$ cat src/design/ebtc_pkg.sv
package ebtc_pkg;
    // ------------------------------------------------------------
    // register map (byte addresses)
    // ------------------------------------------------------------
    localparam int          ADDR_W       = 5;
    localparam logic [4:0]  OFS_COUNT    = 5'h00;
    localparam logic [4:0]  OFS_CTRL     = 5'h04;
    localparam logic [4:0]  OFS_STATUS   = 5'h08;
    localparam logic [4:0]  OFS_CLEAR    = 5'h0c;
    localparam logic [4:0]  OFS_ENABLE   = 5'h10;

    // ------------------------------------------------------------
    // control register fields, flag bit and count limits
    // ------------------------------------------------------------
    localparam int          CTRL_W       = 6;
    localparam int          BIT_CSS      = 5;
    localparam int          BIT_SES      = 4;
    localparam int          BIT_BYP      = 3;
    localparam int          RATE_MSB     = 2;
    localparam logic [5:0]  CTRL_RST     = 6'h3f;
    localparam int          BIT_OVF      = 0;
    localparam logic [7:0]  COUNT_RST    = 8'h00;
    localparam logic [7:0]  COUNT_MAX    = 8'hff;

    // ------------------------------------------------------------
    // timing
    // ------------------------------------------------------------
    localparam int          CLK_NS       = 10;
    localparam int          INSTR_NS     = 40;
    localparam int          INSTR_CLKS   = INSTR_NS / CLK_NS;
    localparam logic [1:0]  PH_Q2        = 2'(1);
    localparam logic [1:0]  PH_Q4        = 2'(INSTR_CLKS - 1);
    localparam logic [1:0]  HOLD_INSTR   = 2'h2;
endpackage : ebtc_pkg

$ cat src/design/ebtc_timer.sv
// Our own choices: the Avalon-MM interface to the registers and the placing of the registers.
`timescale 1ns/100ps
// How it works
// - eight-bit count register, used as timer or as event counter
// - timer mode without prescaler adds one every instruction cycle
// - source select cleared picks timer mode on instruction cycles
// - no increment for two instruction cycles after a count write
// - source select set counts external pin transitions instead
// - edge select picks rising or falling pin transitions
// - bypass cleared routes events through the private prescaler
// - three-bit rate gives eight ratios, 1:2 up to 1:256
// - 1:1 only with prescaler bypassed, each event counts directly
// - prescaler count is neither readable nor writable
// - every count write clears the prescaler
// - overflow event output serves as gate for sixteen-bit timer
// - wrap from maximum to zero sets the overflow flag
// - flag sets regardless of enable; only a clear write or reset clears it
// - counter mode prescaler output sampled on Q2 and Q4
// - sleep freezes counting and keeps the count unchanged
module ebtc_timer
    import ebtc_pkg::*;
(
    input  wire logic              mclk,
    input  wire logic              reset,
    input  wire logic [ADDR_W-1:0] address,
    input  wire logic              read,
    input  wire logic              write,
    input  wire logic [31:0]       writedata,
    input  wire logic [3:0]        byteenable,
    output logic [31:0]            readdata,
    output logic                   waitrequest,
    input  wire logic              externalCountPin,
    input  wire logic              sleepMode,
    output logic                   overflowEvent,
    output logic                   irq
);
    // ------------------------------------------------------------
    // bus slave
    // ------------------------------------------------------------
    logic              wait_ff;
    logic [31:0]       rdata_ff;
    logic [7:0]        count_ff;
    logic [CTRL_W-1:0] ctrl_ff;
    logic              flag_ff;
    logic              ien_ff;

    wire req       = read | write;
    wire accept    = req & ~wait_ff;
    wire lane0     = byteenable[0];
    wire wrCount   = accept & write & lane0 & (address == OFS_COUNT);
    wire wrCtrl    = accept & write & lane0 & (address == OFS_CTRL);
    wire wrClear   = accept & write & lane0 & (address == OFS_CLEAR);
    wire wrEnable  = accept & write & lane0 & (address == OFS_ENABLE);
    wire [7:0] wd  = writedata[7:0];

    // prescaler has no read path at all
    wire [7:0] rdSel = (address == OFS_COUNT)  ? count_ff :
                       (address == OFS_CTRL)   ? {2'h0, ctrl_ff} :
                       (address == OFS_STATUS) ? {7'h0, flag_ff} :
                       (address == OFS_ENABLE) ? {7'h0, ien_ff} :
                       8'h00;

    // one wait cycle; data is ready at the edge it is sampled
    wire        nxt_wait  = ~(req & wait_ff);
    wire [31:0] nxt_rdata = (req & wait_ff) ? {24'h0, rdSel} : rdata_ff;

    always_ff @(posedge mclk or posedge reset) begin
        if (reset) begin
            wait_ff  <= 1'b1;
            rdata_ff <= 32'h0;
        end else begin
            wait_ff  <= nxt_wait;
            rdata_ff <= nxt_rdata;
        end
    end

    assign waitrequest = wait_ff;
    assign readdata    = rdata_ff;

    // ------------------------------------------------------------
    // instruction clock phases
    // ------------------------------------------------------------
    logic [1:0] phase_ff;
    wire q4En     = (phase_ff == PH_Q4);
    wire q2En     = (phase_ff == PH_Q2);
    wire sampleEn = q2En | q4En;
    wire active   = ~sleepMode;

    always_ff @(posedge mclk or posedge reset) begin
        if (reset)
            phase_ff <= 2'h0;
        else
            phase_ff <= phase_ff + 2'h1;
    end

    // ------------------------------------------------------------
    // source selection and prescaler
    // ------------------------------------------------------------
    logic       pinPrev_ff;
    logic [7:0] psc_ff;
    logic       pend_ff;
    logic [1:0] hold_ff;

    // settings are read live, so a change acts on the next event
    wire       css    = ctrl_ff[BIT_CSS];
    wire       ses    = ctrl_ff[BIT_SES];
    wire       bypass = ctrl_ff[BIT_BYP];
    wire [2:0] rate   = ctrl_ff[RATE_MSB:0];

    wire pinRise  = ~pinPrev_ff & externalCountPin;
    wire pinFall  = pinPrev_ff & ~externalCountPin;
    wire pinEdge  = ses ? pinFall : pinRise;
    wire srcEvent = css ? pinEdge : q4En;

    wire [8:0] maskW   = (9'h002 << rate) - 9'h001;
    wire [7:0] pscMask = maskW[7:0];
    wire       pscFull = (psc_ff & pscMask) == pscMask;
    wire       pscOut  = bypass ? srcEvent : (srcEvent & pscFull);
    wire       pscStep = srcEvent & active & ~bypass;

    wire [7:0] nxt_psc = wrCount ? 8'h00 :
                         pscStep ? psc_ff + 8'h01 : psc_ff;

    // pin events wait for the next Q2 or Q4 sample point
    wire nxt_pend = wrCount ? 1'b0 :
                    (pscOut & css & active) ? 1'b1 :
                    sampleEn ? 1'b0 : pend_ff;

    wire tick = css ? (pend_ff & sampleEn) : pscOut;

    // counting held off over the next two instruction boundaries
    wire [1:0] nxt_hold = wrCount ? HOLD_INSTR :
                          (q4En & (hold_ff != 2'h0)) ? hold_ff - 2'h1 :
                          hold_ff;

    always_ff @(posedge mclk or posedge reset) begin
        if (reset) begin
            pinPrev_ff <= 1'b0;
            psc_ff     <= 8'h00;
            pend_ff    <= 1'b0;
            hold_ff    <= 2'h0;
        end else begin
            pinPrev_ff <= externalCountPin;
            psc_ff     <= nxt_psc;
            pend_ff    <= nxt_pend;
            hold_ff    <= nxt_hold;
        end
    end

    // ------------------------------------------------------------
    // count register and overflow
    // ------------------------------------------------------------
    logic gate_ff;
    logic irq_ff;

    wire incEn = tick & active & (hold_ff == 2'h0) & ~wrCount;
    wire ovf   = incEn & (count_ff == COUNT_MAX);

    wire [7:0] nxt_count = wrCount ? wd :
                           incEn ? count_ff + 8'h01 : count_ff;

    // a wrap in the clearing cycle still leaves the flag set
    wire clrHit   = wrClear & wd[BIT_OVF];
    wire nxt_flag = ovf | (flag_ff & ~clrHit);

    wire [CTRL_W-1:0] nxt_ctrl = wrCtrl ? wd[CTRL_W-1:0] : ctrl_ff;
    wire              nxt_ien  = wrEnable ? wd[BIT_OVF] : ien_ff;

    always_ff @(posedge mclk or posedge reset) begin
        if (reset) begin
            count_ff <= COUNT_RST;
            ctrl_ff  <= CTRL_RST;
            flag_ff  <= 1'b0;
            ien_ff   <= 1'b0;
            gate_ff  <= 1'b0;
            irq_ff   <= 1'b0;
        end else begin
            count_ff <= nxt_count;
            ctrl_ff  <= nxt_ctrl;
            flag_ff  <= nxt_flag;
            ien_ff   <= nxt_ien;
            gate_ff  <= ovf;
            irq_ff   <= flag_ff & ien_ff;
        end
    end

    assign overflowEvent = gate_ff;
    assign irq           = irq_ff;
endmodule : ebtc_timer

$ cat config.mk
export PLATFORM = sky130hd
export DESIGN_NAME = ebtc_timer
export DESIGN_NICKNAME = d
export VERILOG_FILES = /design/src/design/ebtc_pkg.sv /design/src/design/ebtc_timer.sv
export SDC_FILE = /design/constraint.sdc
export NUM_CORES = 1
export LEC_CHECK = 0
export BUFFER_PORTS_ARGS = -buffer_cell sky130_fd_sc_hd__clkbuf_2
export CAP_MARGIN = 25
export CORE_UTILIZATION = 28
export CTS_CLUSTER_SIZE = 14
export DETAILED_ROUTE_END_ITERATION = 7
export PLACE_DENSITY = 0.57
export SLEW_MARGIN = 10
export SYNTH_ARGS = -nofsm -noshare
export SYNTH_HDL_FRONTEND = slang
export SYNTH_SLANG_ARGS = --single-unit
$ cat constraint.sdc
create_clock -name mclk -period 2.3 [get_ports mclk]
set_input_delay 0.115 -clock mclk [delete_from_list [all_inputs] [get_ports mclk]]
set_output_delay 0.115 -clock mclk [all_outputs]
set_load 0.02 [all_outputs]
==> flow_summary.toml, run 1 <==
[die]
num_rows = 32
start_util = 0.290
core_mm2 = 0.00773
die_y_um = 91.4
chipWidth_um = 91.4
dieArea_mm2 = 0.00835
ioPinCount = 82

[placed_design]
placed_area_mm2 = 0.00247
dp_worst_setup_slack_ps = 253
post-dp-hpwl_mm = 3.36
dp.cells = 369
io_buffers = 30
routabilityCongestion = 0.747

[synth]
synth_edf_count = 0
netlist.area_leader.share = 0.380
syn-mean-instance-area_um2 = 9.60
synthTopCellsByArea = "dfrtp_1 38%, buf_4 8.4%, dfstp_2 8.2%"
synth.cell_area_mm2 = 0.00224
ys.flop_type = "dfrtp_1"
synthesis.instances = 233
seq_area_frac_synth = 0.463
yosysWarnings = 0
synth_seq_cells = 41
yosysUniqueCellTypes = 43
async_flop_share = 1.00
synth_largest_area_cell = "dfrtp_1"

[timing]
hold_viol = 0
tightestPinTransition_ps = 912
skew_ps = 3.66
finalCritPeriodShare = 0.903
rsz0062_at_grt = "no"
slew_violations = 0
slew_headroom = 0.388
setup_viol = 0
holdWs_ps = 52.2
fmax_mhz = 482
fin_crit_ps = 2080
finalSetupTns_ps = 0
layout_setup_ws_ps = 224

[final_layout]
fin_area_mm2 = 0.00259
area_growth_syn_to_layout_pct = 15.7
fin_nets = 328
antenna_cells = 0
layoutNonFillerInstCount = 379
fillers = 807
fin_util = 0.335
final_cell_mix = "34 x dfrtp_1, 30 x clkbuf_2, 29 x nand2_1, 24 x conb_1, 19 x nor2_1"
drive_gt1_frac = 0.242
final_common_cell = "dfrtp_1"

[global_route]
grt_pass1_vias = 1586
grt_max_degree = 42
grt.total_usage = 0.123
antenna_found_initial = 0
grt_pass1_wl_mm = 7.92
overflow = 0

[clocking]
tritoncts = "built"
hold_buffers = 2
cts_max_level = 2
cts_sinks = 41
cts_inserted_buffers = 5
cts_resized = 0
clockBufferDepth = 2
cts_setup_buffers = 0
clk_pin_slew_ps = 80
clk-insertion-delay-late_ps = 290
clock-root-buffer = "clkbuf_8"

[pwr]
combPwrFrac = 0.234
p_total_mw = 1.91
switchingPower_mw = 0.631
p_seq_frac = 0.500
swShare = 0.330
intPower_mw = 1.28
power_frac_clock = 0.266
ir_worst_vdd_uv = 335
p_leak_nw = 1.16
powerDensity_mw_per_mm2 = 739

[critical_path]
critPathRequiredTime_ps = 2530
cp.arrival_ps = 2310
crit_type = "reg2reg"
endpoint_kind = "flip-flop"
path_max_fanout = 10
cp-start-kind = "flip-flop"

[run]
cap_violations = 0

[routing]
drt_pass1_iterations = 4
viasPerCell = 4.42
route.detailed.drc = 0
avgRoutedWirePerCell_um = 12.0
drt_iter0_markers = 116
vias = 1674
ant_nets = 0
drt-total-wl_mm = 4.55

[status]
status = "complete, no violations"

[min_path]
min_path_type = "in2reg"
## critical path, cell delays in order (launching register included)
cell and delay [ps]:
dfrtp_1 410, nand2_1 80, o21a_1 190, nor4_2 350, a41oi_2 210, buf_4 210, or4_1 470, nand3_1 90
## state kept, by name, indices dropped and copies added (netlist names)
name / flops
flag_ff: 1
readdata: 8
hold_ff: 2
overflowEvent: 1
phase_ff: 2
ctrl_ff: 6
psc_ff: 8
waitrequest: 1
pend_ff: 1
irq: 1
pinPrev_ff: 1
ien_ff: 1
count_ff: 8
## synth_stat cells (3+ instances only)
| master | n |
|---|---|
| nand4_1 | 3 |
| buf_4 | 25 |
| or4_1 | 3 |
| ha_1 | 5 |
| xor2_1 | 4 |
| nand2b_1 | 7 |
| dfstp_2 | 7 |
| dfrtp_1 | 34 |
| o21ai_0 | 13 |
| mux2_2 | 7 |
| nor4_2 | 3 |
| nor2_1 | 19 |
| or3_1 | 3 |
| a22oi_1 | 5 |
| a21oi_1 | 4 |
| nor3_1 | 4 |
| inv_1 | 7 |
| xnor2_1 | 5 |
| nand2_1 | 29 |
| nand3_1 | 10 |
| o211ai_1 | 4 |
| a31oi_1 | 5 |
## cell families (layout without fill, tap and decap cells)
family / count (synthesis) / in the layout / synth area share
AOI/OAI and AO/OA: 41 / 41 / 0.119
other: 1 / 24 / 0.00168
DFF: 41 / 41 / 0.463
buffers and inverters: 36 / 57 / 0.103
xor gates and xnor gates: 9 / 9 / 0.0352
muxes: 8 / 8 / 0.0397
and+or+nand+nor: 92 / 92 / 0.211
adders and majority gates: 5 / 5 / 0.0280
## final timing paths
path,slack (ps),endpoint,startpoint,cells after the start
max,220,count_ff[4]$_DFFE_PP0P_,psc_ff[1]$_DFFE_PP0P_,7
min,50,count_ff[4]$_DFFE_PP0P_,writedata[4],3
max reg2reg,220,count_ff[4]$_DFFE_PP0P_,psc_ff[1]$_DFFE_PP0P_,7
min reg2reg,460,phase_ff[0]$_DFF_PP0_,phase_ff[0]$_DFF_PP0_,1
max in group asynchronous,1450,ctrl_ff[4]$_DFFE_PP1P_,reset,4
min in group asynchronous,470,psc_ff[5]$_DFFE_PP0P_,reset,4
## area by class of cell
| class | count | area (µm²) | area share |
|---|---|---|---|
| multi-input combinational | 179 | 1060 | 0.409 |
| clock buffer | 6 | 82.6 | 0.0319 |
| timing repair buffer | 42 | 245 | 0.0948 |
| sequential | 41 | 1030 | 0.400 |
| clock inverter | 2 | 13.8 | 0.00532 |
| tap | 102 | 128 | 0.0493 |
| inverter | 7 | 26.3 | 0.0102 |
## power by group through the flow
stage,Clock (mW),Combinational (mW),Sequential (mW)
6_report,0.508,0.448,0.957
5_1_grt,0.558,0.509,0.974
4_1_cts,0.528,0.452,0.957
3_5_place_dp,0,0.443,0.971
3_3_place_gp,0,0.429,0.968
2_1_floorplan,0,0.325,0.960
## layer usage
layer / share of wire / global-route usage
met1: 0.50 / 0.168
met2: 0.45 / 0.184
met3: 0.044 / 0.0318
met4: 0.0099 / 0.0476
met5: 0 / 0
No activity file was read; power rests on OpenSTA's default activity.
==> run 2: changes to the inputs <==
- CORE_MARGIN: default -> 1.5
==> run 2 against run 1 <==
Against the previous run:
- via count grew 2.0%
- non-clock buffer count shrank 4
- setup slack lost 21 ps
- fmax shrank 1.0%
- largest cell class unchanged
- global-route usage shrank 0.45 points
- clock power grew 18%
- critical path type unchanged
- power grew 4.2%
==> flow_summary.toml, run 2 (synthesis results as in run 1) <==
[placed_design]
routabilityCongestion = 0.802
dp.cells = 365
post-dp-hpwl_mm = 3.32
io_buffers = 30

[die]
core_mm2 = 0.00773
start_util = 0.290
dieArea_mm2 = 0.00853
die_y_um = 92.4
chipWidth_um = 92.4
num_rows = 32
ioPinCount = 82

[critical_path]
critPathSlowestCell = "or4_1"
cp-startpoint = "psc_ff[2]$_DFFE_PP0P_"
path_depth = 6
r2r-start = "psc_ff[2]$_DFFE_PP0P_"
cpPeakStageDelay_ps = 540
cp-start-kind = "flip-flop"
endpoint = "count_ff[7]$_DFFE_PP0P_"
endpoint_kind = "flip-flop"
r2r-end = "count_ff[7]$_DFFE_PP0P_"
path_cells = "nand2_1 > o21a_1 > nor4_4 > a41oi_4 > or4_1 > a31oi_1"
crit_family = "simple AND/OR/NAND/NOR gates"
critPathRequiredTime_ps = 2520
crit_type = "reg2reg"
cp_num_buf_inv = 0
path_max_fanout = 11
rr_worst_depth = 6
cp.arrival_ps = 2320
r2r_slack_ps = 200

[global_route]
antenna_found_initial = 0
grt_max_degree = 42
grt.total_usage = 0.118
grt_pass1_wl_mm = 7.91
grt_pass1_vias = 1664
overflow = 0

[routing]
drt_iter0_markers = 57
vias = 1707
avgRoutedWirePerCell_um = 12.3
drt_pass1_iterations = 4
drt-total-wl_mm = 4.61
route.detailed.drc = 0
viasPerCell = 4.55
ant_nets = 0

[pwr]
p_leak_nw = 1.14
p_total_mw = 1.99
power_frac_clock = 0.301
combPwrFrac = 0.211
ir_worst_vdd_uv = 284
swShare = 0.325
powerDensity_mw_per_mm2 = 768
switchingPower_mw = 0.648
p_seq_frac = 0.489
intPower_mw = 1.35

[timing]
finalCritPeriodShare = 0.912
hold_viol = 0
tightestPinTransition_ps = 865
fmax_mhz = 477
rsz0062_at_grt = "no"
setup_viol = 0
fin_crit_ps = 2100
slew_violations = 0
skew_ps = 8.18
finalSetupTns_ps = 0
slew_headroom = 0.419

[final_layout]
area_growth_syn_to_layout_pct = 16.1
final_cell_mix = "34 x dfrtp_1, 30 x clkbuf_2, 29 x nand2_1, 24 x conb_1, 19 x nor2_1"
fillers = 812
final_common_cell = "dfrtp_1"
fin_nets = 324
layoutNonFillerInstCount = 375
fin_util = 0.336
drive_gt1_frac = 0.231
antenna_cells = 0

[clocking]
clk_pin_slew_ps = 90
cts_inserted_buffers = 5
cts_sinks = 41
clk-insertion-delay-late_ps = 300
tritoncts = "built"
cts_max_level = 2
clockBufferDepth = 2
clock-root-buffer = "clkbuf_8"

[status]
status = "complete, no violations"

[min_path]
min_path_type = "in2reg"

[run]
cap_violations = 0
-- run 2: cell types whose count changed in the layout (fill, tap and decap cells not counted) --
cell        change
a41oi_2         -1
a41oi_4         +1
buf_4           -4
bufinv_16       +1
clkbuf_8        -1
clkinv_2        -1
clkinvlp_4      +1
nor4_2          -1
nor4_4          +1
-- run 2: layout make-up --
type / count / area (µm²) / area share
sequential: 41 / 1030 / 0.399
clock inverter: 3 / 46.3 / 0.0178
inverter: 7 / 26.3 / 0.0101
clock buffer: 5 / 68.8 / 0.0265
tap: 102 / 128 / 0.0492
timing repair buffer: 38 / 215 / 0.0829
multi-input combinational: 179 / 1080 / 0.415
-- run 2: timing repair --
action	in CTS	in global routing
hold endpoints to repair	35	0
resized for setup	0	2
hold buffers	2	0
endpoints found under the setup margin	0	4
buffers inserted	0	0
-- run 2: power by group through the flow --
| stage | Clock (mW) | Sequential (mW) | Combinational [mW] |
|---|---|---|---|
| 2_1_floorplan | 0 | 0.960 | 0.325 |
| 3_3_place_gp | 0 | 0.983 | 0.385 |
| 3_5_place_dp | 0 | 0.985 | 0.399 |
| 4_1_cts | 0.616 | 0.973 | 0.402 |
| 5_1_grt | 0.648 | 0.997 | 0.492 |
| 6_report | 0.600 | 0.974 | 0.420 |
-- run 2: worst min-delay path by stage --
stage | from | end | slack [ps] | depth (start not counted)
floorplan | externalCountPin | pinPrev_ff$_DFF_PP0_ | 150 | 0
global placement | externalCountPin | pinPrev_ff$_DFF_PP0_ | 250 | 1
detailed placement | externalCountPin | pinPrev_ff$_DFF_PP0_ | 250 | 1
CTS | writedata[4] | count_ff[4]$_DFFE_PP0P_ | 40 | 3
global route | writedata[1] | count_ff[1]$_DFFE_PP0P_ | 60 | 3
finish | writedata[4] | count_ff[4]$_DFFE_PP0P_ | 50 | 3
-- run 2: per-stage QoR --
stage	worst slack (ps)	instance area (µm²)	hold slack [ps]
floorplan	463	2320	146
global placement	159	2440	245
detailed placement	136	2440	250
CTS	112	2580	44.0
global route	22.6	2600	55.7
finish	202	2600	53.3
-- run 2: tightest hold or removal path: cells and delay by family --
family | cells | cell delay (ps)
AND/OR/NAND/NOR | 2 | 100
buffers and inverters | 1 | 100
-- run 2: per-layer routing --
metal	GRT usage	vias to the layer above	wire length, µm
met5	0	-	0
met4	0.0462	0	79
met3	0.0279	10	223
met2	0.186	44	2060
met1	0.156	811	2250
li1	-	842	-
==> run 3: changes to the inputs <==
- PLACE_DENSITY: 0.57 -> 0.51
==> run 3 against run 2 <==
Against the previous run:
- clock power decreased by 0.8%
- combinational power rose by 2%
- cell count increased by 0.80%
- setup slack got worse by 19 ps
- count of clock-buffer cells in the layout unchanged
- critical path depth did not move
- sequential power down 0.9%
- utilization grew 0.24 points
- power is 0.29% lower
- clock skew increased by 1.8 ps
- register-to-register slack got worse by 20 ps
- die area is the same
- critical path type unchanged
- highest routed layer unchanged
==> flow_summary.toml, run 3 (synthesis results as in run 1) <==
[pwr]
ir_worst_vdd_uv = 327
swShare = 0.318
powerDensity_mw_per_mm2 = 760
p_leak_nw = 1.15
p_seq_frac = 0.485
intPower_mw = 1.36
power_frac_clock = 0.299
p_total_mw = 1.99
combPwrFrac = 0.216
switchingPower_mw = 0.632

[clocking]
cts_max_level = 2
cts_setup_buffers = 0
clk-insertion-delay-late_ps = 300
clk_pin_slew_ps = 80
clockBufferDepth = 2
cts_inserted_buffers = 5
cts_sinks = 41
clock-root-buffer = "clkbuf_8"
tritoncts = "built"

[global_route]
grt.total_usage = 0.121
grt_pass1_wl_mm = 8.02
grt_pass1_vias = 1639
grt_max_degree = 42
overflow = 0
antenna_found_initial = 0

[placed_design]
io_buffers = 30
dp_worst_setup_slack_ps = 162
dp.cells = 365
placed_area_mm2 = 0.00244
routabilityCongestion = 0.801
post-dp-hpwl_mm = 3.35

[critical_path]
rr_worst_depth = 6
path_cells = "nand2_1 > o21a_1 > nor4_2 > a41oi_4 > or4_1 > a31oi_1"
critPathRequiredTime_ps = 2520
r2r_slack_ps = 180
critPathSlowestCell = "or4_1"
path_max_fanout = 11
r2r-end = "count_ff[7]$_DFFE_PP0P_"
cp-start-kind = "flip-flop"
crit_type = "reg2reg"
cp.arrival_ps = 2340
r2r-start = "psc_ff[1]$_DFFE_PP0P_"
endpoint_kind = "flip-flop"
cpPeakStageDelay_ps = 540

[min_path]
min_delay_path_depth = 3
min_path_type = "in2reg"
hold-path-endpoint = "count_ff[4]$_DFFE_PP0P_"
min_from = "writedata[4]"

[timing]
slew_violations = 0
skew_ps = 10.0
hold_viol = 0
fmax_mhz = 472
layout_setup_ws_ps = 183
setup_viol = 0
finalCritPeriodShare = 0.920
holdWs_ps = 57.7
fin_crit_ps = 2120
slew_headroom = 0.553
tightestPinTransition_ps = 671
finalSetupTns_ps = 0
rsz0062_at_grt = "no"

[final_layout]
fin_util = 0.338
fin_nets = 327
drive_gt1_frac = 0.232
final_common_cell = "dfrtp_1"
fin_area_mm2 = 0.00262
layoutNonFillerInstCount = 378
final_cell_mix = "34 x dfrtp_1, 30 x clkbuf_2, 29 x nand2_1, 24 x conb_1, 19 x nor2_1"
antenna_cells = 0
area_growth_syn_to_layout_pct = 16.9

[routing]
drt_iter0_markers = 81
avgRoutedWirePerCell_um = 12.0
ant_nets = 0
drt_pass1_iterations = 8
viasPerCell = 4.47
drt-total-wl_mm = 4.55
route.detailed.drc = 0
vias = 1690

[die]
ioPinCount = 82
chipWidth_um = 92.4
die_y_um = 92.4
core_mm2 = 0.00773
num_rows = 32
dieArea_mm2 = 0.00853
start_util = 0.290

[run]
cap_violations = 0

[status]
status = "complete, no violations"
[run 3: routing by layer]
layer	GRT usage	part of all wire	vias to the layer above
li1	-	-	849
met1	0.170	0.52	795
met2	0.178	0.42	39
met3	0.0222	0.039	7
met4	0.0577	0.019	0
met5	0	0	-
[run 3: worst max-delay path by stage]
| stage | startpoint | end | slack [ps] |
|---|---|---|---|
| floorplan | psc_ff[2]$_DFFE_PP0P_ | count_ff[7]$_DFFE_PP0P_ | 460 |
| global placement | psc_ff[1]$_DFFE_PP0P_ | count_ff[7]$_DFFE_PP0P_ | 180 |
| detailed placement | psc_ff[1]$_DFFE_PP0P_ | count_ff[7]$_DFFE_PP0P_ | 160 |
| CTS | psc_ff[1]$_DFFE_PP0P_ | count_ff[7]$_DFFE_PP0P_ | 130 |
| global route | psc_ff[1]$_DFFE_PP0P_ | count_ff[2]$_DFFE_PP0P_ | 20 |
| finish | psc_ff[1]$_DFFE_PP0P_ | count_ff[7]$_DFFE_PP0P_ | 180 |
[run 3: power by group through the flow]
stage                     Clock (mW)  Sequential [mW]  Combinational [mW]
after floorplan                    0            0.960               0.325
after global placement             0            0.976               0.410
after detailed placement           0            0.979               0.415
after CTS                      0.616            0.965               0.421
after global routing           0.641            0.989               0.500
final                          0.595            0.965               0.429
[run 3: area by class of cell]
cell class | count | area (µm²)
clock buffer | 5 | 68.8
clock inverter | 3 | 46.3
fill | 815 | 5110
inverter | 7 | 26.3
multi-input combinational | 179 | 1070
sequential | 41 | 1030
tap | 102 | 128
timing repair buffer | 41 | 243
[run 3: what timing repair did]
item / CTS / global route
setup endpoints to repair: 0 / 3
gates resized for setup: 0 / 1
hold buffers: 2 / 2
hold endpoints to repair: 35 / 1
[run 3: worst max-delay path, delay by kind of cell (launching register included)]
kind	cells	cell delay [ps]
compound gates	3	600
flops	1	420
simple gates	3	1020
